## src/ccr_map.svh

```systemverilog
// offsets, field positions, reset values and pattern constants of the
// per-channel control register bank; definitions only
`ifndef CCR_MAP_SVH
`define CCR_MAP_SVH

`define CCR_NUM_CH 3
`define CCR_OFS_CH0 8'h06
`define CCR_OFS_CH1 8'h0E
`define CCR_OFS_CH2 8'h16
`define CCR_RST_VAL 8'h00
`define CCR_RW_MASK 8'h3F
`define CCR_BIT_RAIL 0
`define CCR_BIT_SONET 1
`define CCR_BIT_E3 2
`define CCR_BIT_LOCAL 3
`define CCR_BIT_REMOTE 4
`define CCR_BIT_PRBS 5
// pattern lengths and second taps (first tap is the top stage)
`define CCR_PRBS_LEN_SHORT 15
`define CCR_PRBS_TAP_SHORT 14
`define CCR_PRBS_LEN_LONG 23
`define CCR_PRBS_TAP_LONG 18
`define CCR_PRBS_SEED 23'h7FFFFF

`endif

```

## src/ccr_pkg.sv

```systemverilog
// types shared by the control register bank and its channel datapath
package ccr_pkg;
  typedef enum logic [1:0] {
    CCR_RATE_DS3 = 2'b00,
    CCR_RATE_STS1 = 2'b01,
    CCR_RATE_E3 = 2'b10
  } ccr_rate_type;

  typedef enum logic [1:0] {
    CCR_LOOP_NORMAL = 2'b00,
    CCR_LOOP_REMOTE = 2'b01,
    CCR_LOOP_ANALOG_LOCAL = 2'b10,
    CCR_LOOP_DIGITAL_LOCAL = 2'b11
  } ccr_loop_type;
endpackage

```

## src/ccr_ctrl_if.sv

```systemverilog
// control fields handed from the register bank to one channel datapath
// assumes both ends run on the same reference clock
`timescale 1ns/1ps
interface ccr_ctrl_if;
  logic prbs_en;
  logic remote_loop_sel;
  logic local_loop_sel;
  logic rate_e3_sel;
  logic sonet_or_ds3_sel;
  logic rail_mode_sel;

  modport bank (
    output prbs_en, remote_loop_sel, local_loop_sel,
    output rate_e3_sel, sonet_or_ds3_sel, rail_mode_sel
  );
  modport chan (
    input prbs_en, remote_loop_sel, local_loop_sel,
    input rate_e3_sel, sonet_or_ds3_sel, rail_mode_sel
  );
endinterface

```

## src/ccr_top.sv

```systemverilog
// three-channel control register bank with per-channel datapath
// assumes a decoded host register port on the reference clock and
// line-side pins from other clocks, synchronised here
// one strobe per cycle; a read and a write together read the old word
// channel control copies only; other per-channel registers live elsewhere
//
// Summary of operation
// - one 8-bit register per channel, three offsets
// - bits 7-6 read zero, all reset zero
// - bit 5 turns generator and checker together
// - pattern replaces system transmit data
// - dual rail pattern errors on negative output
// - pattern only usable in host mode
// - local/remote bits pick one of four loops
// - bit 2 set selects e3 rate
// - bit 1 picks sts-1 or ds3 otherwise
// - bit 0 set: single rail, codecs on
`timescale 1ns/1ps
`include "ccr_map.svh"
module ccr_top (
  input wire logic i_ref_clk,
  input wire logic i_rst,
  input wire logic i_host_mode,
  input wire logic [7:0] i_reg_addr,
  input wire logic i_reg_wr,
  input wire logic i_reg_rd,
  input wire logic [7:0] i_reg_wdata,
  input wire logic [2:0] i_tx_pos_data_in,
  input wire logic [2:0] i_tx_neg_data_in,
  input wire logic [2:0] i_rx_pos,
  input wire logic [2:0] i_rx_neg,
  input wire logic [2:0] i_lcv,
  output logic [7:0] o_reg_rdata,
  output logic o_reg_ack,
  output logic [2:0] o_tx_pos,
  output logic [2:0] o_tx_neg,
  output logic [2:0] o_neg_rail_violation_out,
  output logic [5:0] o_rate,
  output logic [5:0] o_loop_mode,
  output logic [2:0] o_codec_en
);
  // pin synchronisers: stage one is read only by stage two
  logic [15:0] pin_s1_q;
  logic [15:0] pin_s2_q;
  logic [15:0] pin_raw;

  // stage-two views of each pin group
  logic host_mode_s;
  logic [2:0] txp_s;
  logic [2:0] txn_s;
  logic [2:0] rxp_s;
  logic [2:0] rxn_s;
  logic [2:0] lcv_s;

  // register copies and host decode
  logic [7:0] ctl_q [3];
  logic [2:0] hit;
  logic [2:0] wr_en;
  logic [7:0] wr_word;
  logic [7:0] rd_mux;
  logic [7:0] rd_word;
  logic any_strobe;

  // all line-side pins travel as one word through the sync stages
  assign pin_raw = {i_host_mode, i_tx_pos_data_in, i_tx_neg_data_in,
                    i_rx_pos, i_rx_neg, i_lcv};

  // logic reads stage two only; stage one may still be settling
  assign host_mode_s = pin_s2_q[15];
  assign txp_s = pin_s2_q[14:12];
  assign txn_s = pin_s2_q[11:9];
  assign rxp_s = pin_s2_q[8:6];
  assign rxn_s = pin_s2_q[5:3];
  assign lcv_s = pin_s2_q[2:0];

  // first sync stage, fed straight from the pins
  always_ff @(posedge i_ref_clk or posedge i_rst)
  begin
    if (i_rst)
      pin_s1_q <= 16'h0000;
    else
      pin_s1_q <= pin_raw;
  end

  // second sync stage, the only reader of stage one
  always_ff @(posedge i_ref_clk or posedge i_rst)
  begin
    if (i_rst)
      pin_s2_q <= 16'h0000;
    else
      pin_s2_q <= pin_s1_q;
  end

  // offset of each channel's copy
  function automatic logic [7:0] ch_offset(input int ch);
    case (ch)
      0: ch_offset = `CCR_OFS_CH0;
      1: ch_offset = `CCR_OFS_CH1;
      default: ch_offset = `CCR_OFS_CH2;
    endcase
  endfunction

  // read data: unmapped offsets answer zero
  assign rd_mux = hit[0] ? ctl_q[0]
                : hit[1] ? ctl_q[1]
                : hit[2] ? ctl_q[2]
                : 8'h00;

  // read word stands only with the strobe, so idle cycles show zero
  // a write in the same cycle lands later, so the old word is read
  assign rd_word = i_reg_rd ? rd_mux : 8'h00;
  // every strobe is answered, mapped or not, so a host never stalls
  assign any_strobe = i_reg_rd | i_reg_wr;
  // reserved bits are dropped before they can store
  assign wr_word = i_reg_wdata & `CCR_RW_MASK;

  // registered read data, one cycle after the strobe
  always_ff @(posedge i_ref_clk or posedge i_rst)
  begin
    if (i_rst)
      o_reg_rdata <= 8'h00;
    else
      o_reg_rdata <= rd_word;
  end

  // registered acknowledge, one cycle after the strobe
  always_ff @(posedge i_ref_clk or posedge i_rst)
  begin
    if (i_rst)
      o_reg_ack <= 1'b0;
    else
      o_reg_ack <= any_strobe;
  end

  // one register, decode and datapath per channel
  genvar g;
  generate
    for (g = 0; g < `CCR_NUM_CH; g++)
    begin : g_ch
      ccr_ctrl_if ctrl ();
      ccr_pkg::ccr_rate_type rate;
      ccr_pkg::ccr_loop_type loop;
      logic pat_req;

      // address compare against this channel's offset
      assign hit[g] = (i_reg_addr == ch_offset(g));
      // a write lands only on the copy it addresses
      assign wr_en[g] = i_reg_wr & hit[g];

      // control register: reserved bits never store
      always_ff @(posedge i_ref_clk or posedge i_rst)
      begin
        if (i_rst)
          ctl_q[g] <= `CCR_RST_VAL;
        else if (wr_en[g])
          ctl_q[g] <= wr_word;
      end

      // software request, taken before the host-mode gate
      assign pat_req = ctl_q[g][`CCR_BIT_PRBS];
      // pins-only mode keeps the pattern logic unreachable
      assign ctrl.prbs_en = pat_req & host_mode_s;
      // remaining fields pass straight through
      assign ctrl.remote_loop_sel = ctl_q[g][`CCR_BIT_REMOTE];
      assign ctrl.local_loop_sel = ctl_q[g][`CCR_BIT_LOCAL];
      assign ctrl.rate_e3_sel = ctl_q[g][`CCR_BIT_E3];
      assign ctrl.sonet_or_ds3_sel = ctl_q[g][`CCR_BIT_SONET];
      assign ctrl.rail_mode_sel = ctl_q[g][`CCR_BIT_RAIL];

      // e3 overrides the sts-1/ds3 bit
      assign rate = ctrl.rate_e3_sel ? ccr_pkg::CCR_RATE_E3
                  : (ctrl.sonet_or_ds3_sel ? ccr_pkg::CCR_RATE_STS1
                                           : ccr_pkg::CCR_RATE_DS3);
      // loop code is {local, remote}, the reverse of their order in the register
      assign loop = ccr_pkg::ccr_loop_type'({ctrl.local_loop_sel,
                                             ctrl.remote_loop_sel});

      // rate code goes out registered
      always_ff @(posedge i_ref_clk or posedge i_rst)
      begin
        if (i_rst)
          o_rate[2*g+:2] <= 2'h0;
        else
          o_rate[2*g+:2] <= rate;
      end

      // loop code goes out registered
      always_ff @(posedge i_ref_clk or posedge i_rst)
      begin
        if (i_rst)
          o_loop_mode[2*g+:2] <= 2'h0;
        else
          o_loop_mode[2*g+:2] <= loop;
      end

      // codec enable follows the rail select; dual rail keeps codecs off
      always_ff @(posedge i_ref_clk or posedge i_rst)
      begin
        if (i_rst)
          o_codec_en[g] <= 1'b0;
        else
          o_codec_en[g] <= ctrl.rail_mode_sel;
      end

      // channel datapath sees only its own control fields
      ccr_chan u_chan (
        .i_ref_clk(i_ref_clk),
        .i_rst(i_rst),
        .ctrl(ctrl),
        .i_tx_pos(txp_s[g]),
        .i_tx_neg(txn_s[g]),
        .i_rx_pos(rxp_s[g]),
        .i_rx_neg(rxn_s[g]),
        .i_lcv(lcv_s[g]),
        .o_tx_pos(o_tx_pos[g]),
        .o_tx_neg(o_tx_neg[g]),
        .o_neg_out(o_neg_rail_violation_out[g])
      );
    end
  endgenerate
endmodule

```

## src/ccr_chan.sv

```systemverilog
// one channel: pattern generator, pattern checker, transmit select and
// negative-rail output select; inputs arrive already synchronised
`timescale 1ns/1ps
`include "ccr_map.svh"
module ccr_chan (
  input wire logic i_ref_clk,
  input wire logic i_rst,
  ccr_ctrl_if.chan ctrl,
  input wire logic i_tx_pos,
  input wire logic i_tx_neg,
  input wire logic i_rx_pos,
  input wire logic i_rx_neg,
  input wire logic i_lcv,
  output logic o_tx_pos,
  output logic o_tx_neg,
  output logic o_neg_out
);
  logic [22:0] gen_q;
  logic [22:0] gen_d;
  logic [22:0] chk_q;
  logic [22:0] chk_d;
  logic gen_fb;
  logic chk_exp;
  logic chk_err;
  logic tx_pos_d;
  logic tx_neg_d;
  logic neg_d;

  // e3 runs the long pattern, ds3 and sts-1 the short one
  function automatic logic prbs_fb(input logic [22:0] sr, input logic long_sel);
    prbs_fb = long_sel ? (sr[`CCR_PRBS_LEN_LONG-1] ^ sr[`CCR_PRBS_TAP_LONG-1])
                       : (sr[`CCR_PRBS_LEN_SHORT-1] ^ sr[`CCR_PRBS_TAP_SHORT-1]);
  endfunction

  // generator and self-synchronising checker share the feedback function
  assign gen_fb = prbs_fb(gen_q, ctrl.rate_e3_sel);
  assign chk_exp = prbs_fb(chk_q, ctrl.rate_e3_sel);
  assign chk_err = ctrl.prbs_en & (i_rx_pos ^ chk_exp);
  // generator never settles at all zeros: reseed when off
  assign gen_d = ctrl.prbs_en ? {gen_q[21:0], gen_fb} : `CCR_PRBS_SEED;
  assign chk_d = ctrl.prbs_en ? {chk_q[21:0], i_rx_pos} : 23'h000000;

  // pattern overwrites system data on both rails
  assign tx_pos_d = ctrl.prbs_en ? gen_fb : i_tx_pos;
  assign tx_neg_d = ctrl.prbs_en ? 1'b0 : (i_tx_neg & ~ctrl.rail_mode_sel);

  // single rail: violation flag; dual rail: error flag or negative data
  assign neg_d = ctrl.rail_mode_sel ? i_lcv
               : (ctrl.prbs_en ? chk_err : i_rx_neg);

  // datapath registers follow the control fields on the next edge
  always_ff @(posedge i_ref_clk or posedge i_rst)
  begin
    if (i_rst)
    begin
      gen_q <= `CCR_PRBS_SEED;
      chk_q <= 23'h000000;
      o_tx_pos <= 1'b0;
      o_tx_neg <= 1'b0;
      o_neg_out <= 1'b0;
    end
    else
    begin
      gen_q <= gen_d;
      chk_q <= chk_d;
      o_tx_pos <= tx_pos_d;
      o_tx_neg <= tx_neg_d;
      o_neg_out <= neg_d;
    end
  end
endmodule

```

## config.mk

```make
export PLATFORM = sky130hd
export DESIGN_NAME = ccr_top
export DESIGN_NICKNAME = d
export VERILOG_FILES = /design/src/ccr_pkg.sv /design/src/ccr_ctrl_if.sv /design/src/ccr_top.sv /design/src/ccr_chan.sv
export VERILOG_INCLUDE_DIRS = /design/src
export SDC_FILE = /design/constraint.sdc
export NUM_CORES = 1
export LEC_CHECK = 0
export ABC_CLOCK_PERIOD_IN_PS = 4200
export BUFFER_PORTS_ARGS = -buffer_cell sky130_fd_sc_hd__buf_4
export CELL_PAD_IN_SITES_DETAIL_PLACEMENT = 0
export CELL_PAD_IN_SITES_GLOBAL_PLACEMENT = 1
export CORE_MARGIN = 5
export CORE_UTILIZATION = 53
export CTS_CLUSTER_DIAMETER = 80
export CTS_CLUSTER_SIZE = 28
export DETAILED_ROUTE_END_ITERATION = 8
export GPL_TIMING_DRIVEN = 0
export PLACE_DENSITY_LB_ADDON = 0.1
export SLEW_MARGIN = 10
export SYNTH_ARGS = -nofsm -noshare
export SYNTH_HDL_FRONTEND = slang
export SYNTH_HIERARCHICAL = 1
export SYNTH_SLANG_ARGS = --single-unit
```

## constraint.sdc

```tcl
create_clock -name i_ref_clk -period 4.2 [get_ports i_ref_clk]
set_input_delay 1.26 -clock i_ref_clk [delete_from_list [all_inputs] [get_ports i_ref_clk]]
set_output_delay 1.26 -clock i_ref_clk [all_outputs]
set_load 0.02 [all_outputs]
```

# After elaboration in Yosys (flattened, before gate mapping)
# Cells that the tools add are included.
dict set report totals {
  register_bits 219
  inputBits 36
  output_inout_bits 33
  elab_cells 99
}
dict set report op_classes {
  eq_ne 3
  muxes 34
  bitwise 31
}
# op n
set op_table {}
lappend op_table {{23-bit 2-to-1 mux} 6}
lappend op_table {{6-bit 2-to-1 mux} 4}
lappend op_table {{1-bit 2-to-1 mux} 21}
lappend op_table {{1-bit bitwise XOR} 15}
lappend op_table {{1-bit bitwise AND} 12}
lappend op_table {{8-bit by 3-bit equality test with 1-bit output, second input constant} 1}
lappend op_table {{8-bit by 4-bit equality test with 1-bit output, second input constant} 1}
lappend op_table {{8-bit by 5-bit equality test with 1-bit output, second input constant} 1}
lappend op_table {{2-bit 2-to-1 mux} 3}
lappend op_table {{1-bit NOT} 3}
lappend op_table {{1-bit OR} 1}

# Longest topological paths before layout
dict set report depth {
  depth_word 6
  ltp_mapped 5
}

# Cells and area by module
# The synthesis kept the hierarchy.
# mod instances cells_per_inst area_each_um2 seq_area_each_um2
set by_module_without_submodules {}
lappend by_module_without_submodules {ccr_chan 3 116 1699.1 1255.0}
lappend by_module_without_submodules {ccr_top 1 133 2341.0 1801.7}

# Worst setup path after synthesis
# Ideal clock, no wire load.
dict set report synth_path {
  kind {input-to-reg}
  start {input port i_reg_addr[7]}
  end {register ctl_q[0] (netlist name)}
  setup_ps 128
  arrival_ps 2128
  t_required_ps 4072
  setup_slack_ps 1945
  stages 3
  path_buffers 0
  path_cell_list {and4bb_2 -> nand4_4 -> mux2_1}
}
dict set report synth_between {
  elab_chain_cells 2
}
# element line
set synth_rtl {}
lappend synth_rtl {{from (decl)} ccr_top.sv:24} ;# input wire logic [7:0] i_reg_addr,
lappend synth_rtl {{8-bit by 5-bit equality test with 1-bit output} ccr_top.sv:146} ;# assign hit[g] = (i_reg_addr == ch_offset(g));
lappend synth_rtl {{1-bit bitwise AND} ccr_top.sv:148} ;# assign wr_en[g] = i_reg_wr & hit[g];
lappend synth_rtl {{to (signal, indexed assignment)} ccr_top.sv:154} ;# ctl_q[g] <= `CCR_RST_VAL;
lappend synth_rtl {{to (signal, indexed assignment)} ccr_top.sv:156} ;# ctl_q[g] <= wr_word;
lappend synth_rtl {{to (decl)} ccr_top.sv:56} ;# logic [7:0] ctl_q [3];
# No other way between the ends.
# A chain may end at the register's enable or synchronous reset.

# Worst setup path in the final report
dict set report layout_path {
  start {register o_reg_rdata[1]}
  end {output port o_reg_rdata[1]}
}
# element line
set layout_rtl {}
lappend layout_rtl {{from (decl)} ccr_top.sv:33} ;# output logic [7:0] o_reg_rdata,
lappend layout_rtl {{from (signal assigned)} ccr_top.sv:123} ;# o_reg_rdata <= rd_word;
# No word-level cell between the ends.

==> results.md <==
- Post-layout net count: between 500 and 600
- Avg Synthesized Cell Area: 15.5 sq um
- Main synth FF type: dfrtp_1
- Total GRT Usage: 15.1%
- Gate power share: under 10%
- Clock Skews: 0.0103 ns
- Die Width: ~130 um
- Vias in the first global route: between 3000 and 4000
- Crit path from: o_reg_rdata[1]$_DFF_PP0_
- Num rows: 43
- Leakage power: around 3.9 nW
- Worst vdd ir: between 0.3 and 0.4 mV
- Seq/Total Area, Yosys: 74.8%
- Final Max Slew Viols: 0
- Total negative slack: 0 ns
- Vias per std cell: between 4 and 5
- Die area: roughly 17000 sq um
- Reg2reg path depth: 4
- Area added between synthesis and finish: 14.7%
- Net Sw Frac: 21.1%
- Sequential Power Share: 63.1%
- # IOs: 69
- CTS tree: yes
- Arr. time, crit path: ~1.0 ns
- Run status: finished, final reports clean
- Port bufs: 63
- Postcts setup bufs: 0
- Initial DRC Count: about 210
- Buf+Inv Stages, Crit Path: 1
- Cells along the critical path: buf_4
- ANT nets after route: 0
- First-pass GRT wire length: approximately 20 mm
- Endpoint class of the critical path: primary output
- Tmin final: between 2 and 2.5 ns
- Fin crit share: between 50% and 60%
- Routed wire length per instance: between 15 and 20 um
- H-tree Lvls: 1
- Reg clk slew, reported paths: about 0.10 ns
- Yosys cell types: 34
- Synth Area in Compound Gates: approximately 1.3%
- Mapped cell area: 7440 sq um
- XOR/XNOR Fraction of Synth Area: under 10%
- # diodes: 0
- Final Cell Area: approximately 8500 sq um
- Family with the most delay on the worst path: flip-flops
- Worst reg2reg path endpoint: g_ch[2].u_chan/chk_q[18]$_DFF_PP0_
- Crit. path cell count: 1
- FF-to-FF setup slack: roughly 2.9 ns
- Clock Tree Buf Depth: 3
- Die H: 128 um
- Combinational family with the most area after synthesis: simple AND/OR/NAND/NOR gates
- Final setup viols: 0
- CTS sink cnt: around 220
- Max Fclk: about 440 MHz
- Placeable Area: roughly 14000 sq um
- Largest net degree at the start of global routing: between 60 and 70
- RSZ-0062 raised after global routing: no
- Synth Area in Adders: 0%
- Crit Path Max Fanout: 1
- Cts repair resizes: 0
- CP Capture Point: o_reg_rdata[1]
- Worst stage delay on the critical path: 0.42 ns
- Hold Buf Count CTS: 0
- Skew-Pair Late Insertion Delay: ~0.45 ns
- Layout cell share with drive strength beyond 1: 36.7%
- Power share of the clock group: 32.0%
- Worst R2R Start: ctl_q[5]$_DFFE_PP0P_
- Routed wire length: around 12 mm
- Yosys warns: 6
- Commonest non-fill, non-tap cell in the layout: dfrtp_1
- Vias: 3553
- Max-Cap Viols: 0
- Nature of the critical path startpoint: flip-flop
- Simple logic cell fraction of the synthesized area: around 16%
- Drt pass-1 iters: 4
- Number of synthesized flops with an enable pin: 0
- Net load switching power: 0.727 mW
- Hold crit path type: reg -> reg
- Routability cong.: 0.746
- Worst path slowest cell: dfrtp_1
- Worst endpoint required time: slightly below 3 ns
- Crit path kind: reg -> out
- Initial Util: 53.8%
- Number of buffers created by CTS: 11
- Post-place instance area: 8230 sq um
- Root buffer cell: clkbuf_16
- Hold Violations, Final: 0
- DR DRC count: 0
- Gr ovfl total: 0
- #FFs+latches synth: between 200 and 250
- Mux share of post-synthesis cell area: approximately 4.9%
- Commonest non-fill, non-tap cells in the layout: dfrtp_1, and2_1, dfstp_2
- Fraction of registers with async set/reset: 100%
- Post-Synthesis Cells: 481
- Cell internal pwr: approximately 2.7 mW
- DP HPWL: around 8 mm
- Initial antenna violation count: 0
- PD cells: about 400 nW/um^2
## state kept, by name, indices dropped and copies added (netlist names)
name                   cells
ctl_q                     18
o_loop_mode                6
g_ch.u_chan/o_tx_neg       3
o_reg_ack                  1
g_ch.u_chan/chk_q         69
pin_s1_q                  16
o_rate                     6
g_ch.u_chan/o_neg_out      3
pin_s2_q                  16
o_reg_rdata                6
o_codec_en                 3
g_ch.u_chan/o_tx_pos       3
g_ch.u_chan/gen_q         69
## through the flow
stage / utilization [%] / worst slack, ns / std cells / hold slack, ns / power [mW]
4_1_cts: 61.7 / 1.90 / 746 / 0.360 / 3.50
3_5_place_dp: 59.5 / 1.71 / 729 / 0.335 / 2.38
5_1_grt: 61.7 / 1.87 / 746 / 0.365 / 3.60
3_3_place_gp: 58.9 / 0.183 / 725 / 0.332 / 2.37
2_1_floorplan: - / 1.12 / 482 / 0.331 / 2.29
6_report: 61.7 / 1.90 / 746 / 0.355 / 3.44
## logic make-up after synthesis
group                     Yosys count
AOI/OAI and AO/OA                  15
and+or+nand+nor                   179
buffers and inverters              22
muxes                              33
DFF                               219
other                               1
xor gates and xnor gates           12
## power groups by stage
stage / Clock (mW) / Combinational [mW] / Sequential, mW
finish: 1.10 / 0.169 / 2.17
detailed placement: 0 / 0.174 / 2.21
floorplan: 0 / 0.0753 / 2.22
CTS: 1.15 / 0.175 / 2.17
global route: 1.23 / 0.189 / 2.18
global placement: 0 / 0.159 / 2.21
## synthesized netlist by cell type, types with 2 or more instances
| library cell | n | area share [%] |
|---|---|---|
| buf_2 | 12 | 0.81 |
| mux2_2 | 17 | 2.6 |
| dfrtp_1 | 150 | 50 |
| nor3b_2 | 3 | 0.50 |
| inv_1 | 4 | 0.20 |
| clkbuf_2 | 3 | 0.20 |
| nor2b_1 | 6 | 0.50 |
| dfstp_2 | 69 | 24 |
| a21oi_1 | 4 | 0.27 |
| mux2i_1 | 12 | 1.6 |
| nor2_1 | 6 | 0.30 |
| xor2_1 | 3 | 0.35 |
| o21ai_1 | 3 | 0.20 |
| buf_4 | 2 | 0.20 |
| or2b_1 | 15 | 1.5 |
| xnor2_1 | 9 | 1.1 |
| nand4_4 | 3 | 0.86 |
| nand2b_1 | 51 | 4.3 |
| and2_1 | 72 | 6.1 |
| a22oi_1 | 3 | 0.30 |
| and2_2 | 3 | 0.30 |
| o211ai_1 | 3 | 0.30 |
| a2bb2oi_1 | 2 | 0.24 |
| nand2_1 | 10 | 0.50 |
| or2_2 | 5 | 0.42 |
| mux2_4 | 3 | 0.61 |
## layout make-up
cell class,count,area [sq um]
plain buffers,18,101
clock buffers,16,294
clock inverters,1,7.51
fillers,1062,5300
inverters,4,17.5
multi-input cells,241,1760
flip-flops and latches,219,5570
well taps,180,225
repair buffers,67,561
## metal layers
layer  track usage (%)  share of wire (%)
met4              2.75                1.6
met5                 0                  0
met2              22.3                 46
met3              3.07                4.6
met1              23.8                 48
## worst min path at each step
stage / end / start / depth (start not counted) / slack [ns]
floorplan: pin_s2_q[0]$_DFF_PP0_ / pin_s1_q[0]$_DFF_PP0_ / 0 / 0.33
global placement: pin_s2_q[9]$_DFF_PP0_ / pin_s1_q[9]$_DFF_PP0_ / 0 / 0.33
detailed placement: pin_s2_q[3]$_DFF_PP0_ / pin_s1_q[3]$_DFF_PP0_ / 0 / 0.33
CTS: pin_s2_q[3]$_DFF_PP0_ / pin_s1_q[3]$_DFF_PP0_ / 0 / 0.36
global route: pin_s2_q[8]$_DFF_PP0_ / pin_s1_q[8]$_DFF_PP0_ / 0 / 0.37
finish: pin_s2_q[4]$_DFF_PP0_ / pin_s1_q[4]$_DFF_PP0_ / 0 / 0.36
(Power assumes the default switching activity.)
